<file path="src/pkg/gpx_regs.svh">
// Register offsets, field positions, reset values and bus timing for the GPIO expander
`ifndef GPX_REGS_SVH
`define GPX_REGS_SVH

// ----------------------------------------------------------------
// Register offsets (pointer values on the serial bus)
// ----------------------------------------------------------------
`define GPX_OFS_CTRL     8'h00
`define GPX_OFS_DIR      8'h01
`define GPX_OFS_OUT      8'h02
`define GPX_OFS_IN       8'h03
`define GPX_OFS_PULL_EN  8'h04
`define GPX_OFS_PULL_SEL 8'h05
`define GPX_OFS_DFLT     8'h06
`define GPX_OFS_MASK     8'h07
`define GPX_OFS_STAT     8'h08

// ----------------------------------------------------------------
// Field positions
// ----------------------------------------------------------------
`define GPX_CTRL_SWRST   0

// ----------------------------------------------------------------
// Reset values
// ----------------------------------------------------------------
`define GPX_RST_DIR      8'h00
`define GPX_RST_OUT      8'h00
`define GPX_RST_PULL_EN  8'h00
`define GPX_RST_PULL_SEL 8'h00
`define GPX_RST_DFLT     8'h00
`define GPX_RST_MASK     8'hFF
`define GPX_RST_STAT     8'h00

// ----------------------------------------------------------------
// Timing
// ----------------------------------------------------------------
`define GPX_CLK_HZ       20000000
`define GPX_SCL_MAX_HZ   1000000
`define GPX_SCL_CYCLES   (`GPX_CLK_HZ / `GPX_SCL_MAX_HZ)

`endif

</file>
<file path="src/pkg/gpx_pkg.sv">
// Types shared by the GPIO expander modules
package gpx_pkg;

  // ----------------------------------------------------------------
  // Serial slave states
  // ----------------------------------------------------------------
  typedef enum logic [7:0] {
    ST_IDLE  = 8'h01,
    ST_ADDR  = 8'h02,
    ST_ACKA  = 8'h04,
    ST_WR    = 8'h08,
    ST_ACKW  = 8'h10,
    ST_RD    = 8'h20,
    ST_RDACK = 8'h40,
    ST_RDLD  = 8'h80
  } gpx_state_t;

endpackage

</file>
<file path="src/hdl/gpx_gpio_port.sv">
// Per-line pad control, input sampling and mismatch detection
`timescale 1ns/1ps
`include "gpx_regs.svh"

module gpx_gpio_port import gpx_pkg::*; #(
  parameter int LINES = 8
) (
  input  wire logic             core_clk_i,  // System clock
  input  wire logic             reg_rst_i,   // Register reset, active high
  input  wire logic [LINES-1:0] pins_i,      // Line levels
  input  wire logic [LINES-1:0] dir_i,       // 1 = output
  input  wire logic [LINES-1:0] out_i,       // Output data
  input  wire logic [LINES-1:0] pull_en_i,   // Pull enable
  input  wire logic [LINES-1:0] pull_sel_i,  // 1 = pull-up
  input  wire logic [LINES-1:0] dflt_i,      // Default state
  input  wire logic [LINES-1:0] mask_i,      // 1 = masked
  output logic      [LINES-1:0] in_o,        // Sampled input data
  output logic      [LINES-1:0] pins_o,      // Driven level
  output logic      [LINES-1:0] pins_oe_o,   // Driver enable
  output logic      [LINES-1:0] pull_up_o,   // Pull-up enable
  output logic      [LINES-1:0] pull_dn_o,   // Pull-down enable
  output logic      [LINES-1:0] mism_o       // Unmasked input mismatch
);

  logic [LINES-1:0] in_reg;

  always_ff @(posedge core_clk_i) begin
    if (reg_rst_i) begin
      in_reg <= '0;
    end else begin
      in_reg <= pins_i;
    end
  end

  assign in_o = in_reg;

  // ----------------------------------------------------------------
  // Per-line logic
  // ----------------------------------------------------------------
  for (genvar i = 0; i < LINES; i++) begin : g_line
    assign pins_oe_o[i] = dir_i[i];
    assign pins_o[i]    = out_i[i];
    assign pull_up_o[i] = ~dir_i[i] & pull_en_i[i] & pull_sel_i[i];
    assign pull_dn_o[i] = ~dir_i[i] & pull_en_i[i] & ~pull_sel_i[i];
    assign mism_o[i]    = ~dir_i[i] & ~mask_i[i] & (in_reg[i] ^ dflt_i[i]);
  end

endmodule // gpx_gpio_port

</file>
<file path="src/hdl/gpx_expander.sv">
// Eight-line GPIO expander with serial slave register access
// Functional notes
// - All lines inputs, drivers off after reset
// - Direction bits set each line input or output
// - Input and output data registers, bit per line
// - Every register but CTRL reads back its current contents; CTRL reads 00
// - Interrupt low when input differs from default, until status is read
// - Per-line mask blocks interrupt for that line
// - Interrupt open-drain, only pulls low or releases
// - Per-line pull-up or pull-down for inputs
// - Low hardware reset returns to power-on state
// - Address pin selects one of two addresses
// - Serial bus up to 1MHz clock rate
// - Outputs drive high and low, push-pull
`timescale 1ns/1ps
`include "gpx_regs.svh"

module gpx_expander import gpx_pkg::*; #(
  parameter logic [5:0] ADDR_BASE = 6'h10  // Upper address bits, plain default
) (
  input  wire logic       core_clk_i,      // System clock, 20 MHz
  input  wire logic       rst_i,           // Synchronous reset, active high
  input  wire logic       hw_reset_n_i,    // Hardware reset pin, active low
  input  wire logic       addr_sel_i,      // Address select strap
  input  wire logic       scl_i,           // Serial clock
  input  wire logic       sda_i,           // Serial data level
  output logic            sda_o,           // Serial data drive value
  output logic            sda_oe_o,        // Serial data pull-low enable
  output logic            int_n_o,         // Interrupt drive value
  output logic            int_n_oe_o,      // Interrupt pull-low enable
  input  wire logic [7:0] gpio_lines_i,    // Line levels
  output logic      [7:0] gpio_lines_o,    // Line drive values
  output logic      [7:0] gpio_lines_oe_o, // Line driver enables
  output logic      [7:0] pull_up_o,       // Pull-up enables
  output logic      [7:0] pull_dn_o        // Pull-down enables
);

  // ----------------------------------------------------------------
  // Resets and address strap
  // ----------------------------------------------------------------
  logic       fsm_rst;
  logic       reg_rst;
  logic       swrst_reg;
  logic       addr_sel_reg;
  logic [6:0] my_addr;

  assign fsm_rst = rst_i | ~hw_reset_n_i;
  assign reg_rst = fsm_rst | swrst_reg;
  assign my_addr = {ADDR_BASE, addr_sel_reg};

  // Strap is caught while reset is held
  always_ff @(posedge core_clk_i) begin
    if (fsm_rst) begin
      addr_sel_reg <= addr_sel_i;
    end
  end

  // ----------------------------------------------------------------
  // Bus sampling
  // ----------------------------------------------------------------
  logic scl_reg;
  logic scl_prev;
  logic sda_reg;
  logic sda_prev;
  logic scl_rise;
  logic scl_fall;
  logic bus_start;
  logic bus_stop;

  always_ff @(posedge core_clk_i) begin
    if (fsm_rst) begin
      scl_reg  <= 1'b1;
      scl_prev <= 1'b1;
      sda_reg  <= 1'b1;
      sda_prev <= 1'b1;
    end else begin
      scl_reg  <= scl_i;
      scl_prev <= scl_reg;
      sda_reg  <= sda_i;
      sda_prev <= sda_reg;
    end
  end

  // 20 clocks per bit at 1MHz leave room for edge detection
  assign scl_rise  = scl_reg & ~scl_prev;
  assign scl_fall  = ~scl_reg & scl_prev;
  assign bus_start = scl_reg & scl_prev & sda_prev & ~sda_reg;
  assign bus_stop  = scl_reg & scl_prev & ~sda_prev & sda_reg;

  // ----------------------------------------------------------------
  // Slave state machine
  // ----------------------------------------------------------------
  gpx_state_t state_reg;
  logic [2:0] bit_cnt_reg;
  logic [7:0] shift_reg;
  logic [7:0] ptr_reg;
  logic       ptr_phase_reg;
  logic       rw_reg;
  logic       oe_reg;
  logic [7:0] byte_in;
  logic       last_bit;
  logic       addr_hit;
  logic       wr_fire;
  logic       rd_load;
  logic [7:0] rd_data;

  assign byte_in  = {shift_reg[6:0], sda_reg};
  assign last_bit = (bit_cnt_reg == 3'h7);
  assign addr_hit = (byte_in[7:1] == my_addr);
  assign wr_fire  = (state_reg == ST_WR) & scl_rise & last_bit & ~ptr_phase_reg;
  assign rd_load  = scl_fall & (((state_reg == ST_ACKA) & oe_reg & rw_reg) | (state_reg == ST_RDLD));

  always_ff @(posedge core_clk_i) begin
    if (fsm_rst) begin
      state_reg     <= ST_IDLE;
      bit_cnt_reg   <= 3'h0;
      shift_reg     <= 8'h00;
      ptr_reg       <= 8'h00;
      ptr_phase_reg <= 1'b0;
      rw_reg        <= 1'b0;
      oe_reg        <= 1'b0;
    end else if (bus_stop) begin
      state_reg <= ST_IDLE;
      oe_reg    <= 1'b0;
    end else if (bus_start) begin
      state_reg   <= ST_ADDR;
      bit_cnt_reg <= 3'h0;
      oe_reg      <= 1'b0;
    end else if (rd_load) begin
      state_reg   <= ST_RD;
      shift_reg   <= {rd_data[6:0], 1'b0};
      oe_reg      <= ~rd_data[7];
      bit_cnt_reg <= 3'h0;
    end else begin
      case (state_reg)
        ST_IDLE: begin
          oe_reg <= 1'b0;
        end
        ST_ADDR: begin
          if (scl_rise) begin
            shift_reg   <= byte_in;
            bit_cnt_reg <= bit_cnt_reg + 3'h1;
            if (last_bit) begin
              state_reg     <= addr_hit ? ST_ACKA : ST_IDLE;
              rw_reg        <= sda_reg;
              ptr_phase_reg <= ~sda_reg;
            end
          end
        end
        ST_ACKA, ST_ACKW: begin
          if (scl_fall) begin
            if (!oe_reg) begin
              oe_reg <= 1'b1;
            end else begin
              oe_reg      <= 1'b0;
              state_reg   <= ST_WR;
              bit_cnt_reg <= 3'h0;
            end
          end
        end
        ST_WR: begin
          if (scl_rise) begin
            shift_reg   <= byte_in;
            bit_cnt_reg <= bit_cnt_reg + 3'h1;
            if (last_bit) begin
              state_reg     <= ST_ACKW;
              ptr_phase_reg <= 1'b0;
              ptr_reg       <= ptr_phase_reg ? byte_in : ptr_reg + 8'h01;
            end
          end
        end
        ST_RD: begin
          if (scl_rise) begin
            bit_cnt_reg <= bit_cnt_reg + 3'h1;
            if (last_bit) begin
              state_reg <= ST_RDACK;
              ptr_reg   <= ptr_reg + 8'h01;
            end
          end else if (scl_fall) begin
            oe_reg    <= ~shift_reg[7];
            shift_reg <= {shift_reg[6:0], 1'b0};
          end
        end
        ST_RDACK: begin
          if (scl_fall) begin
            oe_reg <= 1'b0;
          end else if (scl_rise) begin
            state_reg <= sda_reg ? ST_IDLE : ST_RDLD;
          end
        end
        ST_RDLD: begin
          oe_reg <= 1'b0;
        end
        default: begin
          state_reg <= ST_IDLE;
          oe_reg    <= 1'b0;
        end
      endcase
    end
  end

  assign sda_o    = 1'b0;
  assign sda_oe_o = oe_reg;

  // ----------------------------------------------------------------
  // Register file
  // ----------------------------------------------------------------
  logic [7:0] dir_reg;
  logic [7:0] out_reg;
  logic [7:0] pull_en_reg;
  logic [7:0] pull_sel_reg;
  logic [7:0] dflt_reg;
  logic [7:0] mask_reg;
  logic [7:0] stat_reg;
  logic [7:0] mism_prev_reg;
  logic       ack_reg;
  logic [7:0] in_data;
  logic [7:0] mism;
  logic [7:0] mism_new;
  logic       stat_read;
  logic       wr_dir;
  logic       wr_out;
  logic       wr_pull_en;
  logic       wr_pull_sel;
  logic       wr_dflt;
  logic       wr_mask;
  logic       wr_swrst;

  assign wr_dir      = wr_fire & (ptr_reg == `GPX_OFS_DIR);
  assign wr_out      = wr_fire & (ptr_reg == `GPX_OFS_OUT);
  assign wr_pull_en  = wr_fire & (ptr_reg == `GPX_OFS_PULL_EN);
  assign wr_pull_sel = wr_fire & (ptr_reg == `GPX_OFS_PULL_SEL);
  assign wr_dflt     = wr_fire & (ptr_reg == `GPX_OFS_DFLT);
  assign wr_mask     = wr_fire & (ptr_reg == `GPX_OFS_MASK);
  assign wr_swrst    = wr_fire & (ptr_reg == `GPX_OFS_CTRL) & byte_in[`GPX_CTRL_SWRST];
  assign stat_read   = rd_load & (ptr_reg == `GPX_OFS_STAT);
  assign mism_new    = mism & ~mism_prev_reg;

  // Read mux, every register but CTRL returns its live contents; CTRL and unmapped offsets read 00
  assign rd_data = (ptr_reg == `GPX_OFS_DIR)      ? dir_reg      :
                   (ptr_reg == `GPX_OFS_OUT)      ? out_reg      :
                   (ptr_reg == `GPX_OFS_IN)       ? in_data      :
                   (ptr_reg == `GPX_OFS_PULL_EN)  ? pull_en_reg  :
                   (ptr_reg == `GPX_OFS_PULL_SEL) ? pull_sel_reg :
                   (ptr_reg == `GPX_OFS_DFLT)     ? dflt_reg     :
                   (ptr_reg == `GPX_OFS_MASK)     ? mask_reg     :
                   (ptr_reg == `GPX_OFS_STAT)     ? stat_reg     : 8'h00;

  // Software reset takes effect one clock after the data byte
  always_ff @(posedge core_clk_i) begin
    if (fsm_rst) begin
      swrst_reg <= 1'b0;
    end else begin
      swrst_reg <= wr_swrst;
    end
  end

  always_ff @(posedge core_clk_i) begin
    if (reg_rst) begin
      dir_reg      <= `GPX_RST_DIR;
      out_reg      <= `GPX_RST_OUT;
      pull_en_reg  <= `GPX_RST_PULL_EN;
      pull_sel_reg <= `GPX_RST_PULL_SEL;
      dflt_reg     <= `GPX_RST_DFLT;
      mask_reg     <= `GPX_RST_MASK;
    end else begin
      if (wr_dir)      dir_reg      <= byte_in;
      if (wr_out)      out_reg      <= byte_in;
      if (wr_pull_en)  pull_en_reg  <= byte_in;
      if (wr_pull_sel) pull_sel_reg <= byte_in;
      if (wr_dflt)     dflt_reg     <= byte_in;
      if (wr_mask)     mask_reg     <= byte_in;
    end
  end

  // Status bits are sticky; a new mismatch wins over the read clear
  always_ff @(posedge core_clk_i) begin
    if (reg_rst) begin
      stat_reg      <= `GPX_RST_STAT;
      mism_prev_reg <= 8'h00;
      ack_reg       <= 1'b0;
    end else begin
      mism_prev_reg <= mism;
      stat_reg      <= (stat_read ? 8'h00 : stat_reg) | mism;
      if (mism_new != 8'h00) begin
        ack_reg <= 1'b0;
      end else if (stat_read) begin
        ack_reg <= 1'b1;
      end
    end
  end

  // Pull low only while an unacknowledged mismatch stands
  assign int_n_o    = 1'b0;
  assign int_n_oe_o = (mism != 8'h00) & ~ack_reg;

  // ----------------------------------------------------------------
  // Line logic
  // ----------------------------------------------------------------
  gpx_gpio_port #(
    .LINES (8)
  ) u_port (
    .core_clk_i (core_clk_i),
    .reg_rst_i  (reg_rst),
    .pins_i     (gpio_lines_i),
    .dir_i      (dir_reg),
    .out_i      (out_reg),
    .pull_en_i  (pull_en_reg),
    .pull_sel_i (pull_sel_reg),
    .dflt_i     (dflt_reg),
    .mask_i     (mask_reg),
    .in_o       (in_data),
    .pins_o     (gpio_lines_o),
    .pins_oe_o  (gpio_lines_oe_o),
    .pull_up_o  (pull_up_o),
    .pull_dn_o  (pull_dn_o),
    .mism_o     (mism)
  );

endmodule // gpx_expander

</file>
<file path="config.mk">
export PLATFORM = sky130hd
export DESIGN_NAME = gpx_expander
export DESIGN_NICKNAME = d
export VERILOG_FILES = /design/src/pkg/gpx_pkg.sv /design/src/hdl/gpx_gpio_port.sv /design/src/hdl/gpx_expander.sv
export VERILOG_INCLUDE_DIRS = /design/src /design/src/pkg
export SDC_FILE = /design/constraint.sdc
export NUM_CORES = 1
export LEC_CHECK = 0
export ABC_AREA = 1
export BUFFER_PORTS_ARGS = -buffer_cell sky130_fd_sc_hd__buf_2
export CAP_MARGIN = 20
export CORE_AREA = 2 2 123 125
export CTS_BUF_LIST = sky130_fd_sc_hd__clkbuf_8
export CTS_CLUSTER_SIZE = 25
export DETAILED_ROUTE_END_ITERATION = 6
export DIE_AREA = 0 0 125 127
export PLACE_DENSITY = 0.57
export SYNTH_ARGS = -nofsm -noshare
export SYNTH_HDL_FRONTEND = slang
export SYNTH_HIERARCHICAL = 1
export SYNTH_SLANG_ARGS = --single-unit
</file>
<file path="constraint.sdc">
create_clock -name core_clk_i -period 3.47 [get_ports core_clk_i]
set_input_delay 0.1735 -clock core_clk_i [delete_from_list [all_inputs] [get_ports core_clk_i]]
set_output_delay 0.1735 -clock core_clk_i [all_outputs]
set_load 0.01 [all_outputs]
</file>
* Word level (Yosys, flattened, before mapping)
Index checks and enable logic that the tools add are counted.
** Storage, ports and cells
- Bits in registers :: 109
- Latch bits :: 0
- RAM bits :: 0
- Bits in read-only memories :: 0
- Output and inout port bits :: 36
- Logic and storage cells :: 274
- Memories :: 0
** Operators by class
- $add $sub $neg :: 2
- Multipliers :: 0
- Divide/modulo/power cells :: 0
- Order comparisons :: 0
- Equal/unequal tests :: 56
- Shift-type cells :: 0
- Muxes and demuxes :: 53
- Bitwise logic cells :: 114
- Reductions and logical operators :: 24
** Operator list (count)
- 8-bit two-way mux :: 29
- 1-bit bitwise AND :: 63
- 8-bit one-hot mux with 6 select lines :: 1
- 8-bit by 3-bit equality test with 1-bit output, second input constant :: 5
- 4-bit inequality test, second input constant :: 10
- 3-bit inequality test, second input constant :: 13
- 1-bit inverter :: 37
- 11-bit AND reduction :: 3
- 8-bit one-hot mux with 2 select lines :: 2
- 8-bit by 2-bit equality test with 1-bit output, second input constant :: 3
- 2-bit inequality test, second input constant :: 10
- 3-bit two-way mux :: 6
- 8-bit by 1-bit equality test with 1-bit output, second input constant :: 2
- 8-bit by 4-bit equality test with 1-bit output, second input constant :: 2
- 8-bit AND reduction :: 2
- 8-bit nonzero test :: 2
- 6-bit AND reduction :: 2
- 1-bit two-way mux :: 10
- 5-bit AND reduction :: 2
- 2-bit OR reduction :: 5
- 8-bit by 1-bit adder with 8-bit output, second input constant :: 1
- 8-bit bitwise AND :: 1
- 8-bit by 5-bit equality test with 1-bit output, second input constant :: 1
- 8-bit by 6-bit equality test with 1-bit output, second input constant :: 1
- 23 further kinds :: 36

* Longest topological paths before layout
Gate-level depths: netlist of the first run.
- Depth in word-level cells :: 11
- Depth in mapped cells :: 15
- Depth with buffers taken out :: 15

* Hierarchy
The synthesis of the first run kept the hierarchy.
** Modules (own cells, without submodules)
- gpx_expander :: instances 1, cells each 746, area each 5023.6 um^2, sequential area each 2031.9 um^2
- gpx_gpio_port :: instances 1, cells each 105, area each 651.9 um^2, sequential area each 160.2 um^2

* Worst setup path after synthesis of the first run
Ideal clock, no wire load.
- Path type :: register to register
- Start point :: register bit_cnt_reg[0]
- End point :: register pull_en_reg[5]
- Arrival :: 1.673 ns
- Slack :: 1.727 ns
- Stages on the path, launching flop included :: 12
- Path buffers :: 1
- Path through :: dfxtp_1 -> ha_1 -> ha_1 -> inv_1 -> nor2_2 -> inv_1 -> nor3_4 -> inv_1 -> nor2_2 -> buf_4 -> o21ai_0 -> a21oi_1
** Between the ends
- Longest elaborated chain between the ends :: 4
** Ends and longest elaborated chain
- from (decl) :: line gpx_expander.sv:94 : logic [2:0] bit_cnt_reg;
- from (signal assigned) :: line gpx_expander.sv:142 : bit_cnt_reg <= bit_cnt_reg + 3'h1;
- from (signal assigned) :: line gpx_expander.sv:164 : bit_cnt_reg <= bit_cnt_reg + 3'h1;
- from (signal assigned) :: line gpx_expander.sv:174 : bit_cnt_reg <= bit_cnt_reg + 3'h1;
- 3-bit equality test :: line gpx_expander.sv:108 : assign last_bit = (bit_cnt_reg == 3'h7);
- 1-bit bitwise AND (2 in a row) :: line gpx_expander.sv:110 : assign wr_fire = (state_reg == ST_WR) & scl_rise & last_bit & ~ptr_phase_reg;
- 1-bit bitwise AND :: line gpx_expander.sv:231 : assign wr_pull_en = wr_fire & (ptr_reg == `GPX_OFS_PULL_EN);
- to (signal assigned) :: line gpx_expander.sv:262 : pull_en_reg <= `GPX_RST_PULL_EN;
- to (signal assigned) :: line gpx_expander.sv:269 : if (wr_pull_en) pull_en_reg <= byte_in;
- to (decl) :: line gpx_expander.sv:210 : logic [7:0] pull_en_reg;
Every way passes these cells.
A chain may end at the register's enable or synchronous reset.

* Worst setup path in the final report of the first run
- Start point :: register ptr_reg[1]
- End point :: register mask_reg[7]
** Between the ends
- Longest elaborated chain between the ends :: 2
** Ends and longest elaborated chain
- from (decl) :: line gpx_expander.sv:96 : logic [7:0] ptr_reg;
- from (signal assigned) :: line gpx_expander.sv:168 : ptr_reg <= ptr_phase_reg ? byte_in : ptr_reg + 8'h01;
- from (signal assigned) :: line gpx_expander.sv:177 : ptr_reg <= ptr_reg + 8'h01;
- 8-bit by 3-bit equality test with 1-bit output (no source line)
- 1-bit bitwise AND :: line gpx_expander.sv:234 : assign wr_mask = wr_fire & (ptr_reg == `GPX_OFS_MASK);
- to (signal assigned) :: line gpx_expander.sv:265 : mask_reg <= `GPX_RST_MASK;
- to (signal assigned) :: line gpx_expander.sv:272 : if (wr_mask) mask_reg <= byte_in;
- to (decl) :: line gpx_expander.sv:213 : logic [7:0] mask_reg;
Every way passes these cells.

==> summary.md, run 1 <==
| Metric | Value |
|---|---|
| Cell family with most CP delay | `simple AND/OR/NAND/NOR gates` |
| Post-DP Area | `5950 sq um` |
| Dominant cell type by area after synthesis | `dfxtp_1` |
| Mapped Area | `5680 sq um` |
| Switch share | `0.259` |
| Final core utilization | `0.435` |
| Max-Cap Viols | `0` |
| Clock Latency Late Sink | `0.39 ns` |
| Worst hold stages | `4` |
| Predominant post-synthesis flop cell | `dfxtp_1` |
| WHS Endpoint | `scl_prev$_SDFF_PP1_` |
| Post-layout minimum cycle time | `2.31 ns` |
| Yosys cell types | `38` |
| Worst path buffer plus inverter count | `0` |
| Clk pwr share | `0.371` |
| Setup TNS | `0 ns` |
| Fin area | `6280 sq um` |
| Initial Util | `0.393` |
| CP max stage cell | `nor2_1` |
| Crit Path Max Fanout | `16` |
| Startpoint types | `flip-flop` |
| Area share of the largest cell type after synthesis | `0.381` |
| CTS sink cnt | `109` |
| Drt pass-1 iters | `5` |
| R2r setup slk | `1.16 ns` |
| Grt met2 use | `0.306` |
| GR Util met3 | `0.0415` |
| Synth Instances | `851` |
| HP Start | `rst_i` |
| Max Clock Skew | `0.0105 ns` |
| RSZ-0062 raised after global routing | `no` |
| Synth area leaders | `dfxtp_1 (38%), nand2_1 (13%), inv_1 (7.8%)` |
| GRT Resource Usage Total | `0.205` |
| Most numerous cell in the Yosys netlist | `nand2_1` |
| Ant diodes | `0` |
| Most used cell, CP | `nand2_1` |
| Vias in the first global route | `4882` |
| CP endpoint kind | `flip-flop` |
| Leak Pwr | `2.79 nW` |
| Reg-to-reg critical path endpoint | `mask_reg[7]$_SDFFE_PP1P_` |
| CTS tree | `yes` |
| Largest net degree at the start of global routing | `46` |
| Share of cells above drive strength 1 | `0.106` |
| Vias/cell | `5.00` |
| Crit path kind | `reg2reg` |
| Final net count | `906` |
| Gate power share | `0.081` |
| Flop pwr share | `0.549` |
| Total number of vias | `5370` |
| Final setup fails | `0` |
| Crit path DAT | `2.58 ns` |
| Cell-internal power | `0.00175 W` |
| Chip Width | `125 um` |
| Final Slew Violations | `0` |
| R2R cell count | `6` |
| EDFF count, synth | `1` |
| Clk buf depth | `2` |
| Worst Tran Pin Value | `0.776 ns` |
| WL final | `16.1 mm` |
| Relative slew margins | `0.481` |
| Pwr dens | `376 nW/um^2` |
| Async set or reset register ratio after synthesis | `0` |
| Fin. Hold Viols | `0` |
| Initial antenna violation count | `0` |
| DRT antenna net count | `0` |
| WL/cell | `15.0 um` |
| Drt initial violations | `323` |
| Critical R2R Launch | `ptr_reg[1]$_SDFFE_PP0P_` |
| Cts bufs inserted | `9` |
| Core ar. | `14400 sq um` |
| M1 GR Usage | `0.307` |
| Sw Pwr | `0.000611 W` |
| GRT Residual Overflow | `0` |
| Synth Warn # | `6` |
| Post-CTS setup buffer count | `0` |
| FMAX | `0.433 GHz` |
| Area Growth Syn to Fin | `10.6%` |
| Worst min-delay path category | `in2reg` |
| Post-synthesis sequential area ratio | `0.386` |
| Die area | `15900 sq um` |
| Row cnt | `44` |
| Placer Congestion | `0.884` |
| Status | `completed` |
| First-pass GRT wire length | `26.1 mm` |
| Post-synth top cells | `nand2_1 (201), inv_1 (118), nor2_1 (118)` |
| Clock-pin slew on the worst setup and hold paths | `0.10 ns` |
| Root Buffer | `clkbuf_8` |
| Maximum vdd drop | `0.280 mV` |
| Average size of a mapped cell | `6.67 sq um` |
| Yosys reg bits | `109` |
| Die height | `127 um` |
| I/O Buffers | `47` |
| GR peak layer | `met1` |
| Worst path cell trace | `ha_1 > nand3_1 > nor2_1 > nand2_1 > nand2_1 > o211ai_1` |
| DRC Markers | `0` |
| CP required | `3.74 ns` |
| Detailed Place HPWL | `11.9 mm` |
| Htree depth | `3` |
| Io pins | `50` |
| Final Cycle Share | `0.665` |
| Slowest Stage Delay on Critical Path | `0.61 ns` |
==> area by class of cell <==
type | instances | area, sq um
Clock buffer | 9 | 124
Clock inverter | 6 | 95.1
Fill cell | 1568 | 8150
Inverter | 121 | 454
Multi-Input combinational cell | 581 | 2790
Sequential cell | 109 | 2190
Tap cell | 184 | 230
Timing Repair Buffer | 64 | 390
==> worst register-to-register path, stage by stage, from the launching register on <==
cell      delay (ns)
dfxtp_1         0.42
ha_1            0.25
nand3_1         0.09
nor2_1          0.61
nand2_1         0.53
nand2_1         0.19
o211ai_1        0.09
==> power by group through the flow <==
| stage | Sequential (W) | Combinational, W | Clock (W) |
|---|---|---|---|
| floorplan | 0.00131 | 0.000140 | 0 |
| global placement | 0.00132 | 0.000180 | 0 |
| detailed placement | 0.00132 | 0.000180 | 0 |
| CTS | 0.00129 | 0.000190 | 0.000903 |
| global route | 0.00130 | 0.000216 | 0.000939 |
| finish | 0.00129 | 0.000190 | 0.000873 |
==> metrics by stage <==
| stage | power, W | instances | hold WS, ns | setup slack, ns |
|---|---|---|---|---|
| 6_report | 0.00236 | 1074 | 0.170 | 1.16 |
| 5_1_grt | 0.00245 | 1074 | 0.172 | 0.956 |
| 2_1_floorplan | 0.00145 | 852 | 0.272 | 1.73 |
| 3_5_place_dp | 0.00150 | 1048 | 0.363 | 1.22 |
| 4_1_cts | 0.00239 | 1074 | 0.161 | 1.19 |
| 3_3_place_gp | 0.00150 | 1048 | 0.358 | 1.22 |
==> cell families after synthesis <==
logic type | Yosys count | synth area share
other | 1 | 0.000661
adders and majority gates | 6 | 0.0132
buffers and inverters | 162 | 0.123
AOI/OAI and AO/OA | 170 | 0.174
DFF | 109 | 0.386
xor gates and xnor gates | 2 | 0.00309
and+or+nand+nor | 401 | 0.300
==> timing repair <==
item	CTS	global route
endpoints found under the hold margin	11	0
hold buffers	11	0
resized for setup	0	0
==> per-layer routing <==
metal | wire [um] | share of wire | vias to the layer above
li1 | - | - | 2787
met4 | 132 | 0.0082 | 0
met3 | 750 | 0.046 | 13
met5 | 0 | 0 | -
met2 | 6850 | 0.42 | 116
met1 | 8420 | 0.52 | 2454
==> placed cells by master, fill, tap and decap left out, types with 2 or more instances in the layout <==
cell type / netlist / final
buf_2: 8 / 47
dfxtp_1: 108 / 108
or2_2: 2 / 2
nor3_1: 12 / 12
nor4_1: 4 / 4
inv_1: 118 / 117
nand3_1: 24 / 24
a21oi_1: 80 / 80
buf_4: 19 / 6
inv_6: 0 / 2
clkbuf_8: 0 / 9
o211ai_1: 8 / 8
o22ai_1: 4 / 4
nand2_2: 3 / 3
a211oi_1: 37 / 37
o21ai_0: 35 / 35
nor2_2: 15 / 15
dlygate4sd3_1: 0 / 11
conb_1: 1 / 2
nor2_1: 118 / 118
bufinv_16: 0 / 2
nor3b_1: 9 / 9
nand2_1: 201 / 201
clkinv_4: 0 / 2
nand4_1: 8 / 8
clkinv_1: 3 / 4
ha_1: 6 / 6
==> worst max-delay path by stage <==
stage	from	end	depth (start not counted)
2_1_floorplan	bit_cnt_reg[0]$_SDFFE_PP0P_	pull_en_reg[5]$_SDFFE_PP0P_	11
3_3_place_gp	bit_cnt_reg[0]$_SDFFE_PP0P_	pull_sel_reg[3]$_SDFFE_PP0P_	8
3_5_place_dp	ptr_reg[1]$_SDFFE_PP0P_	mask_reg[7]$_SDFFE_PP1P_	6
4_1_cts	ptr_reg[1]$_SDFFE_PP0P_	mask_reg[7]$_SDFFE_PP1P_	6
5_1_grt	ptr_reg[1]$_SDFFE_PP0P_	mask_reg[7]$_SDFFE_PP1P_	6
6_report	ptr_reg[1]$_SDFFE_PP0P_	mask_reg[7]$_SDFFE_PP1P_	6
Power figures use the tool's default switching activity.
==> inputs of run 2 (changes only) <==
clock period = 2.38 ns   (was 3.47 ns; I/O delays follow)
==> run 2 against run 1 <==
Fmax grew 8.4%. Worst hold slack lost 0.026 ns. Highest routed layer unchanged. Core utilization grew 0.93 points. Register-to-register slack lost 0.91 ns.
==> summary.md, run 2 (same netlist as run 1, synthesis figures left out) <==
| Metric | Value |
|---|---|
| Status | `completed` |
| CTS sink cnt | `109 (unchanged)` |
| Vias/cell | `5.03 (+0.64%)` |
| Post-DP Area | `6070 sq um (+2.0%)` |
| Area Growth Syn to Fin | `12.9%` |
| Final core utilization | `0.444 (+0.00928)` |
| CP endpoint kind | `flip-flop` |
| Largest net degree at the start of global routing | `57 (+24%)` |
| DRT antenna net count | `0 (unchanged)` |
| Final Cycle Share | `0.895 (+0.230)` |
| DRC Markers | `0 (unchanged)` |
| GR peak layer | `met1` |
| Commonest non-fill, non-tap cell in the layout | `nand2_1` |
| FMAX | `0.469 GHz (+8.4%)` |
| Sw Pwr | `0.000882 W (+44%)` |
| Post-layout minimum cycle time | `2.13 ns (-0.179 ns)` |
| Flop pwr share | `0.545 (-0.004)` |
| Cts bufs inserted | `9 (unchanged)` |
| Placer Congestion | `0.899 (+1.7%)` |
| Chip Width | `125 um (unchanged)` |
| Htree depth | `3 (unchanged)` |
| Max Clock Skew | `0.00987 ns (-0.000591 ns)` |
| WL final | `16.2 mm (about the same)` |
| Gate power share | `0.081 (about the same)` |
| WL/cell | `14.8 um (-1.5%)` |
| Vias in the first global route | `4979 (+2.0%)` |
| Setup TNS | `0 ns (unchanged)` |
| Cell family with most CP delay | `simple AND/OR/NAND/NOR gates` |
| RSZ-0062 raised after global routing | `no` |
| Share of cells above drive strength 1 | `0.123 (+0.0179)` |
| CP required | `2.68 ns (-1.06 ns)` |
| Worst path cell trace | `ha_1 > ha_1 > inv_1 > nor2_2 > inv_1 > nor3_4 > nand2_1 > a211oi_1` |
| Leak Pwr | `2.86 nW (+2.7%)` |
| Clock-pin slew on the worst setup and hold paths | `0.11 ns (about the same)` |
| Slowest Stage Delay on Critical Path | `0.40 ns (-0.21 ns)` |
| Root Buffer | `clkbuf_8` |
| Worst hold slack | `0.144 ns (-0.0261 ns)` |
| Initial Util | `0.393 (unchanged)` |
| GRT Resource Usage Total | `0.207 (+0.00231)` |
| Crit Path Max Fanout | `16 (unchanged)` |
| CTS tree | `yes` |
| Final Slew Violations | `0 (unchanged)` |
| Startpoint types | `flip-flop` |
| Drt pass-1 iters | `5 (unchanged)` |
| CP max stage cell | `nand2_1` |
| Fin area | `6410 sq um (+2.1%)` |
| GR Util met3 | `0.0394 (-0.00209)` |
| Final setup fails | `0 (unchanged)` |
| GRT Residual Overflow | `0 (unchanged)` |
| Grt met2 use | `0.296 (-0.00927)` |
| Final net count | `922 (+1.8%)` |
| Die area | `15900 sq um (unchanged)` |
| Detailed Place HPWL | `11.9 mm (+0.42%)` |
| Ant diodes | `0 (unchanged)` |
| First-pass GRT wire length | `26.6 mm (+1.9%)` |
| Clk pwr share | `0.374 (+0.003)` |
| Clock Latency Late Sink | `0.38 ns (about the same)` |
| Worst path buffer plus inverter count | `2 (+2)` |
| Core ar. | `14400 sq um (unchanged)` |
| Clk buf depth | `2 (unchanged)` |
| Io pins | `50 (unchanged)` |
| Maximum vdd drop | `0.399 mV (+43%)` |
| M1 GR Usage | `0.318 (+0.0108)` |
| I/O Buffers | `47 (unchanged)` |
| Most frequent cells in the layout | `nand2_1 (200), nor2_1 (118), inv_1 (117)` |
| Initial antenna violation count | `0 (unchanged)` |
| Total number of vias | `5490 (+2.2%)` |
| Max-Cap Viols | `0 (unchanged)` |
| Worst Tran Pin Value | `0.628 ns (-0.147 ns)` |
| R2r setup slk | `0.25 ns (-0.91 ns)` |
| Die height | `127 um (unchanged)` |
| Drt initial violations | `343 (+6.2%)` |
| Switch share | `0.255 (-0.00416)` |
| Row cnt | `44 (unchanged)` |
| Cell-internal power | `0.00258 W (+48%)` |
| Relative slew margins | `0.581 (+0.100)` |
| Worst min-delay path category | `in2reg` |
| Crit path DAT | `2.43 ns (-0.15 ns)` |
| Fin. Hold Viols | `0 (unchanged)` |
| Pwr dens | `540 nW/um^2 (+44%)` |
| Crit path kind | `reg2reg` |
==> run 2: stage by stage <==
step / total power [W] / worst slack [ns] / cells
final: 0.00346 / 0.250 / 1091
after global routing: 0.00361 / 0.0462 / 1091
after CTS: 0.00349 / 0.192 / 1091
after detailed placement: 0.00219 / 0.211 / 1064
after global placement: 0.00219 / 0.271 / 1064
after floorplan: 0.00212 / 0.637 / 852
==> run 2: what timing repair did <==
| item | 4_1_cts | 5_1_grt |
|---|---|---|
| setup endpoints to repair | 0 | 8 |
| hold buffers | 11 | 0 |
| gates resized for setup | 0 | 1 |
| buffers inserted | 0 | 0 |
| hold endpoints to repair | 11 | 0 |
==> run 2: power by group through the flow <==
stage / registers, W / clock network, W / logic, W
after floorplan: 0.00191 / 0 / 0.000203
after global placement: 0.00193 / 0 / 0.000268
after detailed placement: 0.00193 / 0 / 0.000266
after CTS: 0.00188 / 0.00132 / 0.000280
after global routing: 0.00189 / 0.00140 / 0.000320
final: 0.00188 / 0.00129 / 0.000281
==> run 2: final cells by class <==
cell class	count	area, sq um
fill	1543	8010
multi-input combinational	581	2790
tap	184	230
inverter	121	454
clock inverter	6	92.6
timing repair buffer	80	510
sequential	109	2190
clock buffer	10	138
==> run 2: path summary, 6_finish.rpt <==
kind | startpoint | end | depth (start not counted)
max reg2reg | bit_cnt_reg[0]$_SDFFE_PP0P_ | out_reg[5]$_SDFFE_PP0P_ | 8
min reg2reg | ack_reg$_SDFFE_PP0P_ | ack_reg$_SDFFE_PP0P_ | 2
min | rst_i | sda_prev$_SDFF_PP1_ | 4
max | bit_cnt_reg[0]$_SDFFE_PP0P_ | out_reg[5]$_SDFFE_PP0P_ | 8
==> run 2: metal layers <==
layer	part of all wire	vias to the layer above
li1	-	2824
met1	0.52	2505
met3	0.051	19
met5	0	-
met4	0.017	0
met2	0.41	142
==> run 2: tightest hold or removal path: stages <==
cell	delay, ns
buf_2	0.07
nor2_1	0.04
buf_4	0.19
nand2_1	0.07
==> inputs of run 3 (changes only) <==
RECOVER_POWER = 50   (was unset)
==> run 3 against run 2 <==
Routed wire length grew 0.66%. Fmax grew 0.98%. Core utilization shrank 0.41 points. Register-to-register slack gained 0.02 ns. Critical path depth is the same. Final area shrank 0.92%. Sequential share of layout area grew 0.32 points. Clock power is essentially flat. Die area is the same. Clock skew grew 0.00082 ns. Sequential power is essentially flat. Critical path type unchanged. Largest cell class unchanged.
==> summary.md, run 3 (same netlist as run 1, synthesis figures left out) <==
| Metric | Value |
|---|---|
| Status | `completed` |
| Row cnt | `44 (unchanged)` |
| WL final | `16.3 mm (+0.66%)` |
| Detailed Place HPWL | `11.9 mm (unchanged)` |
| Max-Cap Viols | `0 (unchanged)` |
| Vias in the first global route | `4979 (unchanged)` |
| R2R cell count | `8 (unchanged)` |
| Leak Pwr | `2.70 nW (-5.6%)` |
| Final Non-Filler Cells | `1091 (unchanged)` |
| Post-CTS setup buffer count | `0 (unchanged)` |
| CTS tree | `yes` |
| Htree depth | `3 (unchanged)` |
| Worst path cell trace | `ha_1 > ha_1 > inv_1 > nor2_2 > inv_1 > nor3_4 > nand2_1 > a211oi_1` |
| Clock-pin slew on the worst setup and hold paths | `0.11 ns (about the same)` |
| Final net count | `922 (unchanged)` |
| Share of cells above drive strength 1 | `0.0816 (-0.0419)` |
| Setup TNS | `0 ns (unchanged)` |
| Fin. Hold Viols | `0 (unchanged)` |
| Worst min-delay path category | `in2reg` |
| Clock Latency Late Sink | `0.38 ns (about the same)` |
| Clk pwr share | `0.374 (about the same)` |
| HP Start | `rst_i` |
| Most frequent cells in the layout | `nand2_1 (200), nor2_1 (119), inv_1 (117)` |
| RSZ-0062 raised after global routing | `no` |
| Placed Instances | `1064 (unchanged)` |
| GRT Resource Usage Total | `0.207 (unchanged)` |
| I/O Buffers | `47 (unchanged)` |
| FMAX | `0.474 GHz (+0.98%)` |
| DRC Markers | `0 (unchanged)` |
| Cell-internal power | `0.00258 W (about the same)` |
| Sw Pwr | `0.000882 W (about the same)` |
| Final setup fails | `0 (unchanged)` |
| Crit path kind | `reg2reg` |
| Post-DP Area | `6070 sq um (unchanged)` |
| Die area | `15900 sq um (unchanged)` |
| Die height | `127 um (unchanged)` |
| Fin area | `6350 sq um (-0.92%)` |
| Fillcell total | `1561 (+1.2%)` |
| WL/cell | `14.9 um (+0.66%)` |
| Core ar. | `14400 sq um (unchanged)` |
| Crit Path Max Fanout | `16 (unchanged)` |
| Initial Util | `0.393 (unchanged)` |
| Final Cycle Share | `0.886 (-0.00868)` |
| CTS sink cnt | `109 (unchanged)` |
| CP required | `2.68 ns (about the same)` |
| Drt pass-1 iters | `5 (unchanged)` |
| Gate power share | `0.081 (about the same)` |
| Critical R2R Launch | `bit_cnt_reg[0]$_SDFFE_PP0P_` |
| First-pass GRT wire length | `26.6 mm (unchanged)` |
| Reg-to-reg critical path endpoint | `out_reg[5]$_SDFFE_PP0P_` |
| GRT Residual Overflow | `0 (unchanged)` |
| Io pins | `50 (unchanged)` |
| Final Slew Violations | `0 (unchanged)` |
| Root Buffer | `clkbuf_8` |
| Commonest non-fill, non-tap cell in the layout | `nand2_1` |
| Worst hold slack | `0.142 ns (-0.00186 ns)` |
| Crit path DAT | `2.41 ns (-0.02 ns)` |
| R2r setup slk | `0.27 ns (+0.02 ns)` |
| Area Growth Syn to Fin | `11.9%` |
| Clk buf depth | `2 (unchanged)` |
| Chip Width | `125 um (unchanged)` |
| Flop pwr share | `0.545 (about the same)` |
| Maximum vdd drop | `0.399 mV (-0.12%)` |
| Vias/cell | `5.02 (-0.20%)` |
| Pwr dens | `544 nW/um^2 (+0.89%)` |
| Worst hold stages | `4 (unchanged)` |
| WHS Endpoint | `ptr_phase_reg$_SDFFE_PP0P_` |
| DRT antenna net count | `0 (unchanged)` |
| Startpoint types | `flip-flop` |
| Max Clock Skew | `0.0107 ns (+0.000818 ns)` |
| Post-layout minimum cycle time | `2.11 ns (-0.0207 ns)` |
| Initial antenna violation count | `0 (unchanged)` |
| Ant diodes | `0 (unchanged)` |
| Worst Tran Pin Value | `0.622 ns (-0.00621 ns)` |
| Cts bufs inserted | `9 (unchanged)` |
| Relative slew margins | `0.585 (+0.00414)` |
| Switch share | `0.255 (about the same)` |
| Slowest Stage Delay on Critical Path | `0.39 ns (about the same)` |
| Total number of vias | `5479 (-0.20%)` |
| Largest net degree at the start of global routing | `57 (unchanged)` |
| Drt initial violations | `373 (+8.7%)` |
| Placer Congestion | `0.899 (unchanged)` |
| CP max stage cell | `nand2_1` |
| CP endpoint kind | `flip-flop` |
run 3: cell count changes in the layout (fill, tap and decap cells not counted), sizes merged:
cell and change:
clkbuf +38, buf -38
run 3: layout make-up:
| cell class | count | area, sq um | share of cell area |
|---|---|---|---|
| clock buffers | 10 | 138 | 0.0217 |
| clock inverters | 6 | 92.6 | 0.0146 |
| inverters | 121 | 454 | 0.0715 |
| multi-input cells | 581 | 2790 | 0.439 |
| flip-flops and latches | 109 | 2190 | 0.345 |
| well taps | 184 | 230 | 0.0362 |
| repair buffers | 80 | 454 | 0.0715 |
run 3: power groups by stage:
| stage | Combinational, W | Clock (W) | Sequential [W] |
|---|---|---|---|
| after floorplan | 0.000203 | 0 | 0.00191 |
| after global placement | 0.000268 | 0 | 0.00193 |
| after detailed placement | 0.000266 | 0 | 0.00193 |
| after CTS | 0.000280 | 0.00132 | 0.00188 |
| after global routing | 0.000319 | 0.00140 | 0.00189 |
| final | 0.000280 | 0.00129 | 0.00188 |
run 3: worst max path at each step:
stage	startpoint	end	slack, ns	depth (start not counted)
finish	bit_cnt_reg[0]$_SDFFE_PP0P_	out_reg[5]$_SDFFE_PP0P_	0.27	8
global route	bit_cnt_reg[0]$_SDFFE_PP0P_	out_reg[5]$_SDFFE_PP0P_	0.05	8
CTS	state_reg[5]$_SDFFE_PP0P_	shift_reg[7]$_SDFFE_PP0P_	0.19	10
detailed placement	state_reg[5]$_SDFFE_PP0P_	shift_reg[7]$_SDFFE_PP0P_	0.21	10
global placement	state_reg[7]$_SDFFE_PP0P_	shift_reg[7]$_SDFFE_PP0P_	0.27	10
floorplan	bit_cnt_reg[0]$_SDFFE_PP0P_	pull_en_reg[5]$_SDFFE_PP0P_	0.64	11
run 3: critical path: cells and delay by family (launching register included):
| family | cells | cell delay [ns] |
|---|---|---|
| AO/OA/AOI/OAI | 1 | 0.34 |
| adder cells (fa/ha/maj) | 2 | 0.28 |
| buffers and inverters | 2 | 0.17 |
| flip-flops | 1 | 0.34 |
| AND/OR/NAND/NOR | 3 | 0.89 |
run 3: stage by stage:
step / setup slack, ns / total power (W) / util
finish: 0.270 / 0.00346 / 0.440
global route: 0.0462 / 0.00360 / 0.440
CTS: 0.192 / 0.00349 / 0.444
detailed placement: 0.211 / 0.00219 / 0.421
global placement: 0.271 / 0.00219 / 0.421
floorplan: 0.637 / 0.00212 / -
run 3: per-layer routing:
| metal | share of wire | GRT usage | up-vias |
|---|---|---|---|
| li1 | - | - | 2822 |
| met1 | 0.52 | 0.318 | 2485 |
| met2 | 0.41 | 0.296 | 151 |
| met3 | 0.055 | 0.0394 | 21 |
| met4 | 0.017 | 0.0562 | 0 |
| met5 | 0 | 0 | - |
run 3: repair_timing:
| action | CTS | global route |
|---|---|---|
| endpoints found under the hold margin | 11 | 0 |
| resized for setup | 0 | 1 |
| setup endpoints to repair | 0 | 8 |
| hold buffers | 11 | 0 |
